File: src/logic/sar_adc_regs.svh
`ifndef SAR_ADC_REGS_SVH
`define SAR_ADC_REGS_SVH

// Register byte offsets
`define SAR_OFS_CTRL     12'h000
`define SAR_OFS_STATUS   12'h004
`define SAR_OFS_RESULT   12'h008
`define SAR_OFS_COUNT    12'h00C

// Result geometry
`define SAR_RES_W        18
`define SAR_BITS_ONE     5'h12
`define SAR_BITS_TWO     5'h09

// Reset values
`define SAR_PAT_RST      18'h0F0F0

// STATUS field positions
`define SAR_ST_STATE_LO  0
`define SAR_ST_AWAKE     2
`define SAR_ST_DUAL      3
`define SAR_ST_PATTERN   4
`define SAR_ST_BUSY      5

// Timing
`define SAR_CLK_NS       20
`define SAR_TCONV_MIN_NS 54
`define SAR_TCONV_MAX_NS 63
`define SAR_SYNC_LAT     2
`define SAR_CONV_CYC     ((`SAR_TCONV_MIN_NS + `SAR_CLK_NS - 1) / `SAR_CLK_NS)
`define SAR_CONV_WAIT    (`SAR_CONV_CYC - `SAR_SYNC_LAT)

`endif

File: src/logic/sar_adc_pkg.sv
`default_nettype none
package sar_adc_pkg;
  typedef enum logic [1:0]
  {
    SAR_SLEEP = 2'b00,
    SAR_ACQ   = 2'b01,
    SAR_CONV  = 2'b10
  } sar_state_t;
endpackage : sar_adc_pkg
`default_nettype wire

File: src/logic/sar_adc_lvds_readout.sv
// Decided for this implementation: the placing of the registers and the APB slave port.
`default_nettype none
`include "sar_adc_regs.svh"

module sar_adc_lvds_readout
  import sar_adc_pkg::*;
#(
  parameter int          RES_W   = `SAR_RES_W,
  parameter logic [17:0] PAT_RST = `SAR_PAT_RST
) (
  input  wire logic             pclk,               // APB and sampling clock, 50 MHz
  input  wire logic             presetn,            // Async reset, active low
  input  wire logic             psel,               // APB select
  input  wire logic             penable,            // APB enable
  input  wire logic             pwrite,             // APB direction
  input  wire logic [11:0]      paddr,              // APB byte address
  input  wire logic [31:0]      pwdata,             // APB write data
  output logic      [31:0]      prdata,             // APB read data
  output logic                  pready,             // APB ready
  output logic                  pslverr,            // APB error, unmapped address
  input  wire logic             convert_strobe,     // Conversion start pin
  input  wire logic             readout_clock,      // External readout clock pin
  input  wire logic             sleep_request_n,    // Power-down request, active low
  input  wire logic             pattern_force,      // Test pattern select pin
  input  wire logic             dual_lane_select,   // Two-lane mode select pin
  input  wire logic [RES_W-1:0] analog_sample,      // Digitised stand-in of the input
  output logic                  first_lane_out,     // First data lane
  output logic                  first_lane_oe,      // First lane driver enable
  output logic                  second_lane_out,    // Second data lane
  output logic                  second_lane_oe,     // Second lane driver enable
  output logic                  echoed_clock_out,   // Echoed readout clock
  output logic                  echoed_clock_oe     // Echo driver enable
);
  localparam int CONV_WAIT = `SAR_CONV_WAIT;
  localparam logic [RES_W-1:0] MSB = {1'b1, {(RES_W-1){1'b0}}};

  // Pin synchronisation
  logic [4:0]       pins_s;
  logic [RES_W-1:0] ana_s;
  wire  logic       cnv_s  = pins_s[0];
  wire  logic       clk_s  = pins_s[1];
  wire  logic       slp_s  = pins_s[2];
  wire  logic       pat_s  = pins_s[3];
  wire  logic       dual_s = pins_s[4];

  sar_sync #(.W(5)) u_pin_sync (
    .pclk    (pclk),
    .presetn (presetn),
    .d       ({dual_lane_select, pattern_force, sleep_request_n,
               readout_clock, convert_strobe}),
    .q       (pins_s)
  );

  sar_sync #(.W(RES_W)) u_ana_sync (
    .pclk    (pclk),
    .presetn (presetn),
    .d       (analog_sample),
    .q       (ana_s)
  );

  // State
  sar_state_t       state_r;
  sar_state_t       state_nxt;
  logic             cnv_d_r;
  logic             clk_d_r;
  logic [1:0]       wait_r;
  logic [RES_W-1:0] held_r;
  logic [RES_W-1:0] sh_r;
  logic [4:0]       left_r;
  logic             dual_mode_r;
  logic [RES_W-1:0] pat_reg_r;
  logic [RES_W-1:0] last_r;
  logic [31:0]      count_r;

  wire logic cnv_rise = cnv_s & ~cnv_d_r;
  wire logic clk_rise = clk_s & ~clk_d_r;
  wire logic clk_fall = ~clk_s & clk_d_r;
  wire logic conv_done = (state_r == SAR_CONV) && (wait_r == 2'(CONV_WAIT - 1));
  wire logic shifting  = clk_fall && (left_r != 5'h00);
  wire logic [RES_W-1:0] sh_two = {sh_r[RES_W-3:0], 2'b00};
  wire logic [RES_W-1:0] sh_one = {sh_r[RES_W-2:0], 1'b0};

  // Binary search against half, quarter ... one LSB of full scale, in offset binary
  wire logic [RES_W-1:0] target = held_r ^ MSB;
  logic [RES_W-1:0] acc [0:RES_W];
  assign acc[0] = '0;
  genvar gi;
  generate
    for (gi = 0; gi < RES_W; gi++)
    begin : g_sar
      wire logic [RES_W-1:0] trial = acc[gi] | (MSB >> gi);
      assign acc[gi+1] = (trial <= target) ? trial : acc[gi];
    end
  endgenerate
  // Back to two's complement by flipping the MSB
  wire logic [RES_W-1:0] result = acc[RES_W] ^ MSB;
  wire logic [RES_W-1:0] load_word = pat_s ? pat_reg_r : result;

  always_comb
  begin
    state_nxt = state_r;
    unique case (state_r)
      SAR_SLEEP : state_nxt = SAR_ACQ;
      SAR_ACQ   : if (cnv_rise) state_nxt = SAR_CONV;
      SAR_CONV  : if (conv_done) state_nxt = SAR_ACQ;
      default   : state_nxt = SAR_SLEEP;
    endcase
    if (!slp_s)
      state_nxt = SAR_SLEEP;
  end

  always_ff @(posedge pclk or negedge presetn)
  begin
    if (!presetn)
    begin
      state_r <= SAR_SLEEP;
      cnv_d_r <= 1'b0;
      clk_d_r <= 1'b0;
      wait_r  <= 2'h0;
      held_r  <= '0;
    end
    else
    begin
      state_r <= state_nxt;
      cnv_d_r <= cnv_s;
      clk_d_r <= clk_s;
      wait_r  <= (state_r == SAR_CONV) ? wait_r + 2'h1 : 2'h0;
      if (state_r == SAR_ACQ && cnv_rise && slp_s)
        held_r <= ana_s;
    end
  end

  // Readout shift register; the word is loaded the moment conversion ends, so
  // the readout belongs to the conversion just finished
  always_ff @(posedge pclk or negedge presetn)
  begin
    if (!presetn)
    begin
      sh_r        <= '0;
      left_r      <= 5'h00;
      dual_mode_r <= 1'b0;
      last_r      <= '0;
      count_r     <= 32'h0;
    end
    else if (!slp_s)
    begin
      left_r <= 5'h00;
    end
    else if (conv_done)
    begin
      sh_r        <= load_word;
      left_r      <= dual_s ? `SAR_BITS_TWO : `SAR_BITS_ONE;
      dual_mode_r <= dual_s;
      last_r      <= result;
      count_r     <= count_r + 32'h1;
    end
    else if (shifting)
    begin
      // Data moves on falling edges so it is steady at the echoed rising edge
      sh_r   <= dual_mode_r ? sh_two : sh_one;
      left_r <= left_r - 5'h01;
    end
  end

  // Pin outputs, all from flip-flops
  always_ff @(posedge pclk or negedge presetn)
  begin
    if (!presetn)
    begin
      first_lane_out   <= 1'b0;
      second_lane_out  <= 1'b0;
      echoed_clock_out <= 1'b0;
      first_lane_oe    <= 1'b0;
      second_lane_oe   <= 1'b0;
      echoed_clock_oe  <= 1'b0;
    end
    else
    begin
      first_lane_out   <= slp_s & sh_r[RES_W-1];
      second_lane_out  <= slp_s & dual_mode_r & sh_r[RES_W-2];
      echoed_clock_out <= slp_s & clk_s;
      first_lane_oe    <= slp_s;
      second_lane_oe   <= slp_s & dual_s;
      echoed_clock_oe  <= slp_s;
    end
  end

  // APB slave: zero wait states, read data captured in the setup cycle
  wire logic setup    = psel & ~penable;
  wire logic access   = psel & penable;
  wire logic hit_ctrl = (paddr == `SAR_OFS_CTRL);
  wire logic hit_stat = (paddr == `SAR_OFS_STATUS);
  wire logic hit_res  = (paddr == `SAR_OFS_RESULT);
  wire logic hit_cnt  = (paddr == `SAR_OFS_COUNT);
  wire logic mapped   = hit_ctrl | hit_stat | hit_res | hit_cnt;
  wire logic [31:0] status_w = {26'h0, (left_r != 5'h00), pat_s, dual_s, slp_s, state_r};
  wire logic [31:0] rd_mux   = hit_ctrl ? {14'h0, pat_reg_r} :
                               hit_stat ? status_w :
                               hit_res  ? {14'h0, last_r} :
                               hit_cnt  ? count_r : 32'h0;

  always_ff @(posedge pclk or negedge presetn)
  begin
    if (!presetn)
    begin
      prdata    <= 32'h0;
      pready    <= 1'b0;
      pslverr   <= 1'b0;
      pat_reg_r <= PAT_RST;
    end
    else
    begin
      pready <= 1'b1;
      if (setup)
      begin
        prdata  <= pwrite ? 32'h0 : rd_mux;
        pslverr <= ~mapped;
      end
      if (access && pwrite && hit_ctrl)
        pat_reg_r <= pwdata[RES_W-1:0];
    end
  end

  // Checks

  hold_on_edge_a : assert property (
    @(posedge pclk) disable iff (!presetn)
    (state_r == SAR_ACQ && cnv_rise && slp_s) |=>
      (state_r == SAR_CONV && held_r == $past(ana_s)))
    else $error("strobe edge did not hold the input");

  sleep_quiet_a : assert property (
    @(posedge pclk) disable iff (!presetn)
    !slp_s |=> (!first_lane_oe && !second_lane_oe && !echoed_clock_oe && state_r == SAR_SLEEP))
    else $error("drivers active while asleep");

  pattern_load_a : assert property (
    @(posedge pclk) disable iff (!presetn)
    (conv_done && slp_s && pat_s) |=> (sh_r == $past(pat_reg_r)))
    else $error("test pattern not loaded");

  dual_shift_a : assert property (
    @(posedge pclk) disable iff (!presetn)
    (shifting && slp_s && !conv_done && dual_mode_r) |=>
      (sh_r[RES_W-1:2] == $past(sh_r[RES_W-3:0])))
    else $error("two-lane shift wrong");

  single_shift_a : assert property (
    @(posedge pclk) disable iff (!presetn)
    (shifting && slp_s && !conv_done && !dual_mode_r) |=>
      (sh_r[RES_W-1:1] == $past(sh_r[RES_W-2:0])))
    else $error("one-lane shift wrong");

  lane_off_a : assert property (
    @(posedge pclk) disable iff (!presetn)
    (slp_s && !dual_s) |=> !second_lane_oe)
    else $error("second lane driven in one-lane mode");

  echo_follow_a : assert property (
    @(posedge pclk) disable iff (!presetn)
    (slp_s && $changed(clk_s)) |=> (echoed_clock_out == $past(clk_s)))
    else $error("echo clock does not follow");

  sar_result_a : assert property (
    @(posedge pclk) disable iff (!presetn)
    (conv_done && slp_s && !pat_s) |=> (sh_r == held_r && last_r == held_r))
    else $error("conversion result wrong");

  ready_time_a : assert property (
    @(posedge pclk) disable iff (!presetn)
    // Conversion ends one cycle after the detected edge; then the word is loaded or sleep won
    (state_r == SAR_ACQ && cnv_rise && slp_s) |=>
      conv_done ##1 (left_r != 5'h00 || state_r == SAR_SLEEP))
    else $error("conversion timing wrong");

  load_width_a : assert property (
    @(posedge pclk) disable iff (!presetn)
    (conv_done && slp_s) |=> (left_r == (dual_mode_r ? `SAR_BITS_TWO : `SAR_BITS_ONE)))
    else $error("readout length wrong");

endmodule : sar_adc_lvds_readout
`default_nettype wire

File: src/logic/sar_sync.sv
`default_nettype none
module sar_sync #(
  parameter int W = 1
) (
  input  wire logic         pclk,    // System clock
  input  wire logic         presetn, // Async reset, active low
  input  wire logic [W-1:0] d,       // Asynchronous input
  output logic      [W-1:0] q        // Synchronised output
);
  logic [W-1:0] meta_r;

  // First stage feeds only the second
  always_ff @(posedge pclk or negedge presetn)
  begin
    if (!presetn)
    begin
      meta_r <= '0;
      q      <= '0;
    end
    else
    begin
      meta_r <= d;
      q      <= meta_r;
    end
  end
endmodule : sar_sync
`default_nettype wire

File: config.mk
export PLATFORM = sky130hd
export DESIGN_NAME = sar_adc_lvds_readout
export DESIGN_NICKNAME = d
export VERILOG_FILES = /design/src/logic/sar_adc_pkg.sv /design/src/logic/sar_adc_lvds_readout.sv /design/src/logic/sar_sync.sv
export VERILOG_INCLUDE_DIRS = /design/src /design/src/logic
export SDC_FILE = /design/constraint.sdc
export NUM_CORES = 1
export LEC_CHECK = 0
export BUFFER_PORTS_ARGS = -buffer_cell sky130_fd_sc_hd__buf_4
export CAP_MARGIN = 20
export CORE_MARGIN = 5
export CORE_UTILIZATION = 50
export DETAILED_ROUTE_END_ITERATION = 6
export PLACE_DENSITY = 0.7
export SETUP_SLACK_MARGIN = 0.15
export SYNTH_ARGS = -nofsm -noshare
export SYNTH_HDL_FRONTEND = slang
export SYNTH_HIERARCHICAL = 1
export SYNTH_SLANG_ARGS = --single-unit
File: constraint.sdc
create_clock -name pclk -period 36.2 [get_ports pclk]
set_clock_uncertainty 0.05 [all_clocks]
set_input_delay 7.24 -clock pclk [delete_from_list [all_inputs] [get_ports pclk]]
set_output_delay 7.24 -clock pclk [all_outputs]
set_load 0.03 [all_outputs]
# Word-level counts from Yosys, hierarchy flattened
# Index checks and enable logic that the tools add are counted.
[word_totals] ff_bits=201 inputBits=72 output_inout_bits=40 word_cells=120
[classes] addsub=3 order_cmp=18 eq_ne=8 muxes=36 bitwise_logic=18 n_reduce_logical=14
[op_table] operator="18-bit less-or-equal comparator" count=17
[op_table] operator="32-bit 2-to-1 mux" count=5
[op_table] operator="18-bit 2-to-1 mux" count=5
[op_table] operator="32-bit by 1-bit adder with 32-bit output, second input constant" count=1
[op_table] operator="5-bit 2-to-1 mux" count=5
[op_table] operator="12-bit by 4-bit equality test with 1-bit output, second input constant" count=2
[op_table] operator="18-bit less-or-equal comparator, first input constant" count=1
[op_table] operator="17-bit 2-to-1 mux" count=1
[op_table] operator="16-bit 2-to-1 mux" count=1
[op_table] operator="15-bit 2-to-1 mux" count=1
[op_table] operator="14-bit 2-to-1 mux" count=1
[op_table] operator="13-bit 2-to-1 mux" count=1
[op_table] operator="12-bit by 3-bit equality test with 1-bit output, second input constant" count=1
[op_table] operator="12-bit logical NOT" count=1
[op_table] operator="12-bit 2-to-1 mux" count=1
[op_table] operator="11-bit 2-to-1 mux" count=1
[op_table] operator="10-bit 2-to-1 mux" count=1
[op_table] operator="2-bit 2-to-1 mux" count=5
[op_table] operator="1-bit bitwise AND" count=9
[op_table] operator="9-bit 2-to-1 mux" count=1
[op_table] operator="3-bit inequality test, second input constant" count=3
[op_table] operator="8-bit 2-to-1 mux" count=1
[op_table] operator="7-bit 2-to-1 mux" count=1
[op_table] operator="1-bit logical AND" count=6
[op_table] operator="other kinds (15)" count=25

# Depth between registers and ports, before layout
# Gate-level depths: netlist of the first run.
[depth] ltp_word=39 ltp_mapped=78 mapped_depth_nobuf=78

# Modules after synthesis
# Netlist of the first run, hierarchy kept.
[modules_own_cells] module="sar_adc_lvds_readout" n_inst=1 cells_per_inst=769 area_per_inst_um2=7948.9 seq_area_each_um2=3888.7
[modules_own_cells] module="sar_sync (u_ana_sync)" n_inst=1 cells_per_inst=36 area_per_inst_um2=900.9 seq_area_each_um2=900.9
[modules_own_cells] module="sar_sync (u_pin_sync)" n_inst=1 cells_per_inst=10 area_per_inst_um2=250.2 seq_area_each_um2=250.2

# Worst setup path after synthesis of the first run
# No wires, ideal clock.
[synth_path] kind="flip-flop to flip-flop" startpoint="register held_r[2]" endpoint="register sh_r[0]" setup_ns=0.130 arrival_ns=13.491 required_ns=36.020 path_slack_ns=22.529 stages_incl_launch_ff=75 n_path_buf=0 period_less_slack_ns=13.671 path_cell_list="dfrtp_1 > nor4_4 > nand4_1 > o41ai_1 > o21ai_0 > inv_1 > ha_1 > nand2_1 > o41ai_1 > ha_1 > nand3_1 > nor2_1 > o22ai_1 > inv_1 > ha_1 > a21oi_1 > o21ai_0 > o21ai_1 > (+39 left out) > nand2_1 > nor4_1 > o21ai_0 > a21o_1 > ha_1 > o211a_1 > o31ai_1 > a21o_1 > o2bb2ai_1 > ha_1 > and4_1 > nand4_1 > o211ai_1 > o221ai_1 > ha_1 > and4_1 > a211oi_1 > o21ai_0"
[synth_rtl] element="from (decl)" line="sar_adc_lvds_readout.sv:67" rtl="logic [RES_W-1:0] held_r;"
[synth_rtl] element="from (signal assigned)" line="sar_adc_lvds_readout.sv:129" rtl="held_r <= ana_s;"
[synth_rtl] element="to (signal assigned)" line="sar_adc_lvds_readout.sv:151" rtl="sh_r <= load_word;"
[synth_rtl] element="to (signal assigned)" line="sar_adc_lvds_readout.sv:160" rtl="sh_r <= dual_mode_r ? sh_two : sh_one;"
[synth_rtl] element="to (decl)" line="sar_adc_lvds_readout.sv:68" rtl="logic [RES_W-1:0] sh_r;"

==> results of run 1 <==
registers in the layout, indices dropped and copies added (netlist names), 2 cells and up:
name	cells
count_r	32
prdata	32
held_r	18
last_r	18
pat_reg_r	18
sh_r	18
u_ana_sync/meta_r	18
u_ana_sync/q	18
left_r	5
u_pin_sync/meta_r	5
u_pin_sync/q	5
state_r	2
wait_r	2
cell usage after synthesis, drive strengths merged (12+ instances only):
| library cell | instances | share of area, % |
|---|---|---|
| mux2i | 30 | 3.3 |
| nor3 | 21 | 1.3 |
| xnor2 | 19 | 1.8 |
| buf | 15 | 1.1 |
| xor2 | 15 | 1.4 |
| ha | 19 | 2.6 |
| and3 | 12 | 0.82 |
| clkbuf | 23 | 0.95 |
| nand4 | 15 | 1.0 |
| inv | 31 | 1.3 |
| o21ai | 59 | 3.2 |
| dfrtp | 193 | 53 |
| a21oi | 17 | 0.93 |
| mux2 | 32 | 4.0 |
| nand2 | 87 | 3.6 |
| a22o | 32 | 3.1 |
| nor2 | 45 | 1.9 |
| nand3 | 28 | 1.5 |
final cells by class:
type                       count  area, µm²  share of cell area, %
sequential                   201       5040                   46.8
multi-input combinational    545       3770                   35.0
timing repair buffer         107        817                   7.59
clock buffer                  32        659                   6.12
tap                          229        287                   2.66
inverter                      31        116                   1.08
clock inverter                 5       81.3                  0.755
logic make-up after synthesis:
kind of cell / count (synthesis) / share of synthesized area (%)
fa+ha+maj: 19 / 2.61
simple gates: 255 / 14.2
other cells: 1 / 0.0412
flops: 201 / 55.4
buf+inv: 69 / 3.31
mux: 68 / 8.74
compound gates: 168 / 12.4
xor+xnor: 34 / 3.27
how the worst max path moves through the flow:
stage,cells after the start,endpoint,slack [ps]
2_1_floorplan,74,sh_r[0],22530
3_3_place_gp,73,sh_r[0],19710
3_5_place_dp,73,sh_r[0],19640
4_1_cts,73,sh_r[0],19530
5_1_grt,74,sh_r[0],17920
6_report,73,sh_r[0],19310
power by group through the flow:
stage               clock, mW  sequential [mW]  combinational, mW
floorplan                   0            0.272              0.132
global placement            0            0.280              0.172
detailed placement          0            0.281              0.174
CTS                     0.232            0.277              0.176
global route            0.241            0.282              0.198
finish                  0.227            0.278              0.177
metrics by stage:
step / std cells / area [µm²] / hold slack (ps) / power [mW]
after floorplan: 815 / 9100 / 281 / 0.405
final: 1150 / 10800 / 293 / 0.681
after detailed placement: 1112 / 10000 / 285 / 0.455
after global placement: 1112 / 10000 / 281 / 0.452
after global routing: 1150 / 10800 / 301 / 0.721
after CTS: 1149 / 10800 / 292 / 0.684
metal layers:
metal  up-vias  wire length (µm)  global-route usage, %
li1       3118                 -                      -
met1      3223              9440                   27.3
met4         0               461                   5.51
met3        40              1050                   3.71
met5         -                 0                      0
met2       149              9340                   30.6
==> results.sh, run 1 <==
export IMPL_drt_iter0_markers=399
export IMPL_ys_async_sr_fraction_pct=100
export IMPL_place_congestion=0.868
export IMPL_rr_startpoint="held_r[2]"
export IMPL_setup_worst_path_class="reg2reg"
export IMPL_synth_edf_count=0
export IMPL_cp_max_fo=9
export IMPL_timing_final_max_slew_violations=0
export IMPL_reg2reg_to="sh_r[0]"
export IMPL_vias=6530
export IMPL_grt_overflow=0
export IMPL_arrival_ps=17210
export IMPL_p_leak_nw=4.95
export IMPL_path_common_cell="ha_1"
export IMPL_hold_end="u_ana_sync/q[7]"
export IMPL_hold_buffers=0
export IMPL_diodes=0
export IMPL_coreArea_um2=18000
export IMPL_num_io_pins=112
export IMPL_ys_dominant_reg_cell="dfrtp_1"
export IMPL_crit_family="compound AO/OA/AOI/OAI gates"
export IMPL_ctsHtreeMaxLevel=1
export IMPL_cts_sink_count=201
export IMPL_drt_total_wl_mm=20.3
export IMPL_seqPwrFrac_pct=40.8
export IMPL_power_switching_uw=213
export IMPL_utilization_pct=59.9
export IMPL_final_common_cell="dfrtp_1"
export IMPL_yosysWarningCount=6
export IMPL_cts_root_buf="clkbuf_16"
export IMPL_syn_nets=906
export IMPL_antenna_left=0
export IMPL_fin_nets=999
export IMPL_netlist_area_um2=9100
export IMPL_grt_pass1_wl_mm=34.2
export IMPL_cp_required_ps=36520
export IMPL_initial_utilization_pct=50.7
export IMPL_power_density_nw_per_um2=63.2
export IMPL_viasPerCell=5.68
export IMPL_finalHoldViolCount=0
export IMPL_setup_slack_ps=19310
export IMPL_dp_slack_ps=19640
export IMPL_power_frac_clock_pct=33.3
export IMPL_yosysUniqueCellTypes=70
export IMPL_clk_latency_ps=490
export IMPL_n_fill_cell=1490
export IMPL_grt_pass1_vias=6452
export IMPL_end_kind="flop"
export IMPL_grtUsageTotal_pct=19.3
export IMPL_drc=0
export IMPL_final_cell_mix="dfrtp_1, buf_4, nand2_1"
export IMPL_antenna_found_initial=0
export IMPL_outcome="finished clean"
export IMPL_dieArea_um2=21000
export IMPL_slew_headroom_pct=37.7
export IMPL_fp_dieH_um=145
export IMPL_r2r_slack_ps=19310
export IMPL_port_buffer_count=97
export IMPL_synth_seq_cells=201
export IMPL_cp_slowest_stage_delay_ps=610
export IMPL_path_clk_slew_ps=60
export IMPL_power_share_switching_pct=31.3
export IMPL_startpoint="held_r[2]"
export IMPL_num_rows=49
export IMPL_grt_max_degree=72
export IMPL_ys_seq_area_share_pct=55.4
export IMPL_combPwrFrac_pct=25.9
export IMPL_p_int_uw=468
export IMPL_drv_cap=0
export IMPL_setup_viol_count_final=0
export IMPL_critical_path_buf_inv_count=4
export IMPL_min_path_cells=0
export IMPL_hold_start="u_ana_sync/meta_r[7]"
export IMPL_avgSynthCellArea_um2=11.2
export IMPL_cts_tree="yes"
export IMPL_dr_pass1_iters=5
export IMPL_dieWidth_um=145
export IMPL_reg2regPathDepth=73
export IMPL_vdd_drop_max_uv=51.5
export IMPL_clk_path_buf_depth=3
export IMPL_drive_above_1_share_pct=21.4
export IMPL_post_cts_buffers=0
export IMPL_finalSetupTns_ps=0
export IMPL_syn2layout_area_growth_pct=18.3
export IMPL_startpoint_type="flop"
export IMPL_fin_crit_sh_pct=46.7
export IMPL_wl_per_cell_um=17.6
export IMPL_tightest_slew_ps=935
export IMPL_rsz0062_at_grt="no"
export IMPL_ctsResizeCount=0
export IMPL_cts_inserted_buffers=22
export IMPL_slowest_stage="o41ai_1"
export IMPL_fmaxAchievable_mhz=59.2
export IMPL_detailed_place_hpwl_mm=14.1
export IMPL_syn_inst=815
export IMPL_hold_class="reg2reg"
export IMPL_finalCriticalPeriod_ps=16890
Note: power is estimated with default switching activity, not from simulation.
==> inputs of run 2 (changes only) <==
- clock period: 36.2 -> 17 ns (I/O delays scaled with it)
==> run 2 against run 1 <==
Clock-buffer cell count shrank 2; routed wire length grew 0.20%; global-route usage hardly changed; final area is 0.93% higher; critical path depth increased by 4; critical endpoint unchanged; sequential share of layout area shrank 0.43 points; final cell count grew 0.35%; first-iteration DRC count down 7.3%; sequential cell count unchanged; combinational power is 120% higher; largest cell class unchanged; die area unchanged; worst setup slack worse by 18000 ps.
==> results.sh, run 2 (synthesis results as in run 1) <==
export IMPL_outcome="finished clean"
export IMPL_cts_inserted_buffers=22
export IMPL_setup_viol_count_final=0
export IMPL_slowest_stage="dfrtp_1"
export IMPL_final_cell_count_no_fill=1154
export IMPL_ctsHtreeMaxLevel=1
export IMPL_clk_latency_ps=500
export IMPL_final_cell_mix="dfrtp_1, buf_4, nand2_1"
export IMPL_initial_utilization_pct=50.7
export IMPL_drt_total_wl_mm=20.3
export IMPL_post_cts_buffers=0
export IMPL_drc=0
export IMPL_slew_headroom_pct=38.3
export IMPL_n_fill_cell=1490
export IMPL_vdd_drop_max_uv=88.1
export IMPL_drive_above_1_share_pct=22.9
export IMPL_cp_max_fo=9
export IMPL_diodes=0
export IMPL_fin_nets=1000
export IMPL_startpoint_type="flop"
export IMPL_timing_final_max_slew_violations=0
export IMPL_dieArea_um2=21000
export IMPL_cts_root_buf="clkbuf_16"
export IMPL_wl_per_cell_um=17.6
export IMPL_cp_required_ps=17320
export IMPL_antenna_found_initial=0
export IMPL_tightest_slew_ps=919
export IMPL_top_regs="count_r (32), prdata (32)"
export IMPL_grt_overflow=0
export IMPL_path_common_cell="ha_1"
export IMPL_clk_path_buf_depth=3
export IMPL_dieWidth_um=145
export IMPL_grt_pass1_wl_mm=34.0
export IMPL_finalHoldViolCount=0
export IMPL_place_congestion=0.870
export IMPL_drv_cap=0
export IMPL_num_rows=49
export IMPL_dp_slack_ps=460
export IMPL_rsz0062_at_grt="no"
export IMPL_grt_pass1_vias=6423
export IMPL_grtUsageTotal_pct=19.3
export IMPL_vias=6539
export IMPL_path_clk_slew_ps=60
export IMPL_dr_pass1_iters=5
export IMPL_grt_max_degree=72
export IMPL_utilization_pct=60.5
export IMPL_finalCriticalPeriod_ps=15630
export IMPL_syn2layout_area_growth_pct=19.4
export IMPL_final_common_cell="dfrtp_1"
export IMPL_end_kind="flop"
export IMPL_num_io_pins=112
export IMPL_port_buffer_count=97
export IMPL_fin_crit_sh_pct=92.0
export IMPL_drt_iter0_markers=370
export IMPL_fp_dieH_um=145
export IMPL_dp_cells=1113
export IMPL_fmaxAchievable_mhz=64.0
export IMPL_antenna_left=0
export IMPL_viasPerCell=5.67
export IMPL_cts_tree="yes"
export IMPL_p_leak_nw=4.98
export IMPL_cts_sink_count=201
export IMPL_power_density_nw_per_um2=136
export IMPL_setup_worst_path_class="reg2reg"
export IMPL_setup_slack_ps=1370
export IMPL_hold_class="reg2reg"
export IMPL_finalSetupTns_ps=0
export IMPL_cp_slowest_stage_delay_ps=470
export IMPL_coreArea_um2=18000
export IMPL_arrival_ps=15950
export IMPL_detailed_place_hpwl_mm=14.0
run 2: layer usage:
metal	track usage, %	part of all wire [%]	wire length (µm)
met1	27.7	46	9350
met2	29.8	46	9310
met3	3.96	5.9	1190
met4	5.65	2.4	478
met5	0	0	0
run 2: area by class of cell:
cell class                      count  area, µm²  share of cell area (%)
Clock inverter                     10        131                    1.21
Timing Repair Buffer              108        825                    7.59
Inverter                           31        116                    1.07
Sequential cell                   201       5040                    46.4
Clock buffer                       30        622                    5.72
Tap cell                          229        287                    2.64
Multi-Input combinational cell    545       3850                    35.4
run 2: critical path, delay by kind of cell, from the launching register on:
family / cells / cell delay, ps
compound gates: 31 / 5820
simple gates: 26 / 4480
fa+ha+maj: 15 / 4170
buf+inv: 5 / 500
flops: 1 / 470
run 2: timing repair:
action,4_1_cts,5_1_grt
hold buffers,0,0
endpoints found under the setup margin,0,4
gates resized for setup,0,17
run 2: through the flow:
step           power [mW]  cell area (µm²)  hold slack (ps)
3_5_place_dp        0.971            10000              285
6_report             1.48            10900              296
5_1_grt              1.56            10900              299
3_3_place_gp        0.964            10000              281
4_1_cts              1.47            10800              297
2_1_floorplan       0.861             9100              281
run 2: worst paths after layout:
path	startpoint	end	slack, ps	cells after the start
min reg2reg	u_ana_sync/meta_r[1]	u_ana_sync/q[1]	300	0
min in group asynchronous	presetn	left_r[2]	2830	1
max in group asynchronous	presetn	prdata[21]	12770	2
min	u_ana_sync/meta_r[1]	u_ana_sync/q[1]	300	0
max reg2reg	held_r[2]	sh_r[0]	1370	77
max	held_r[2]	sh_r[0]	1370	77
run 2: power breakdown:
part           internal (mW)  total [mW]  switching (mW)
logic                  0.168       0.393           0.225
clock network          0.302       0.491           0.189
registers              0.538       0.593          0.0552
total                   1.01        1.48           0.469
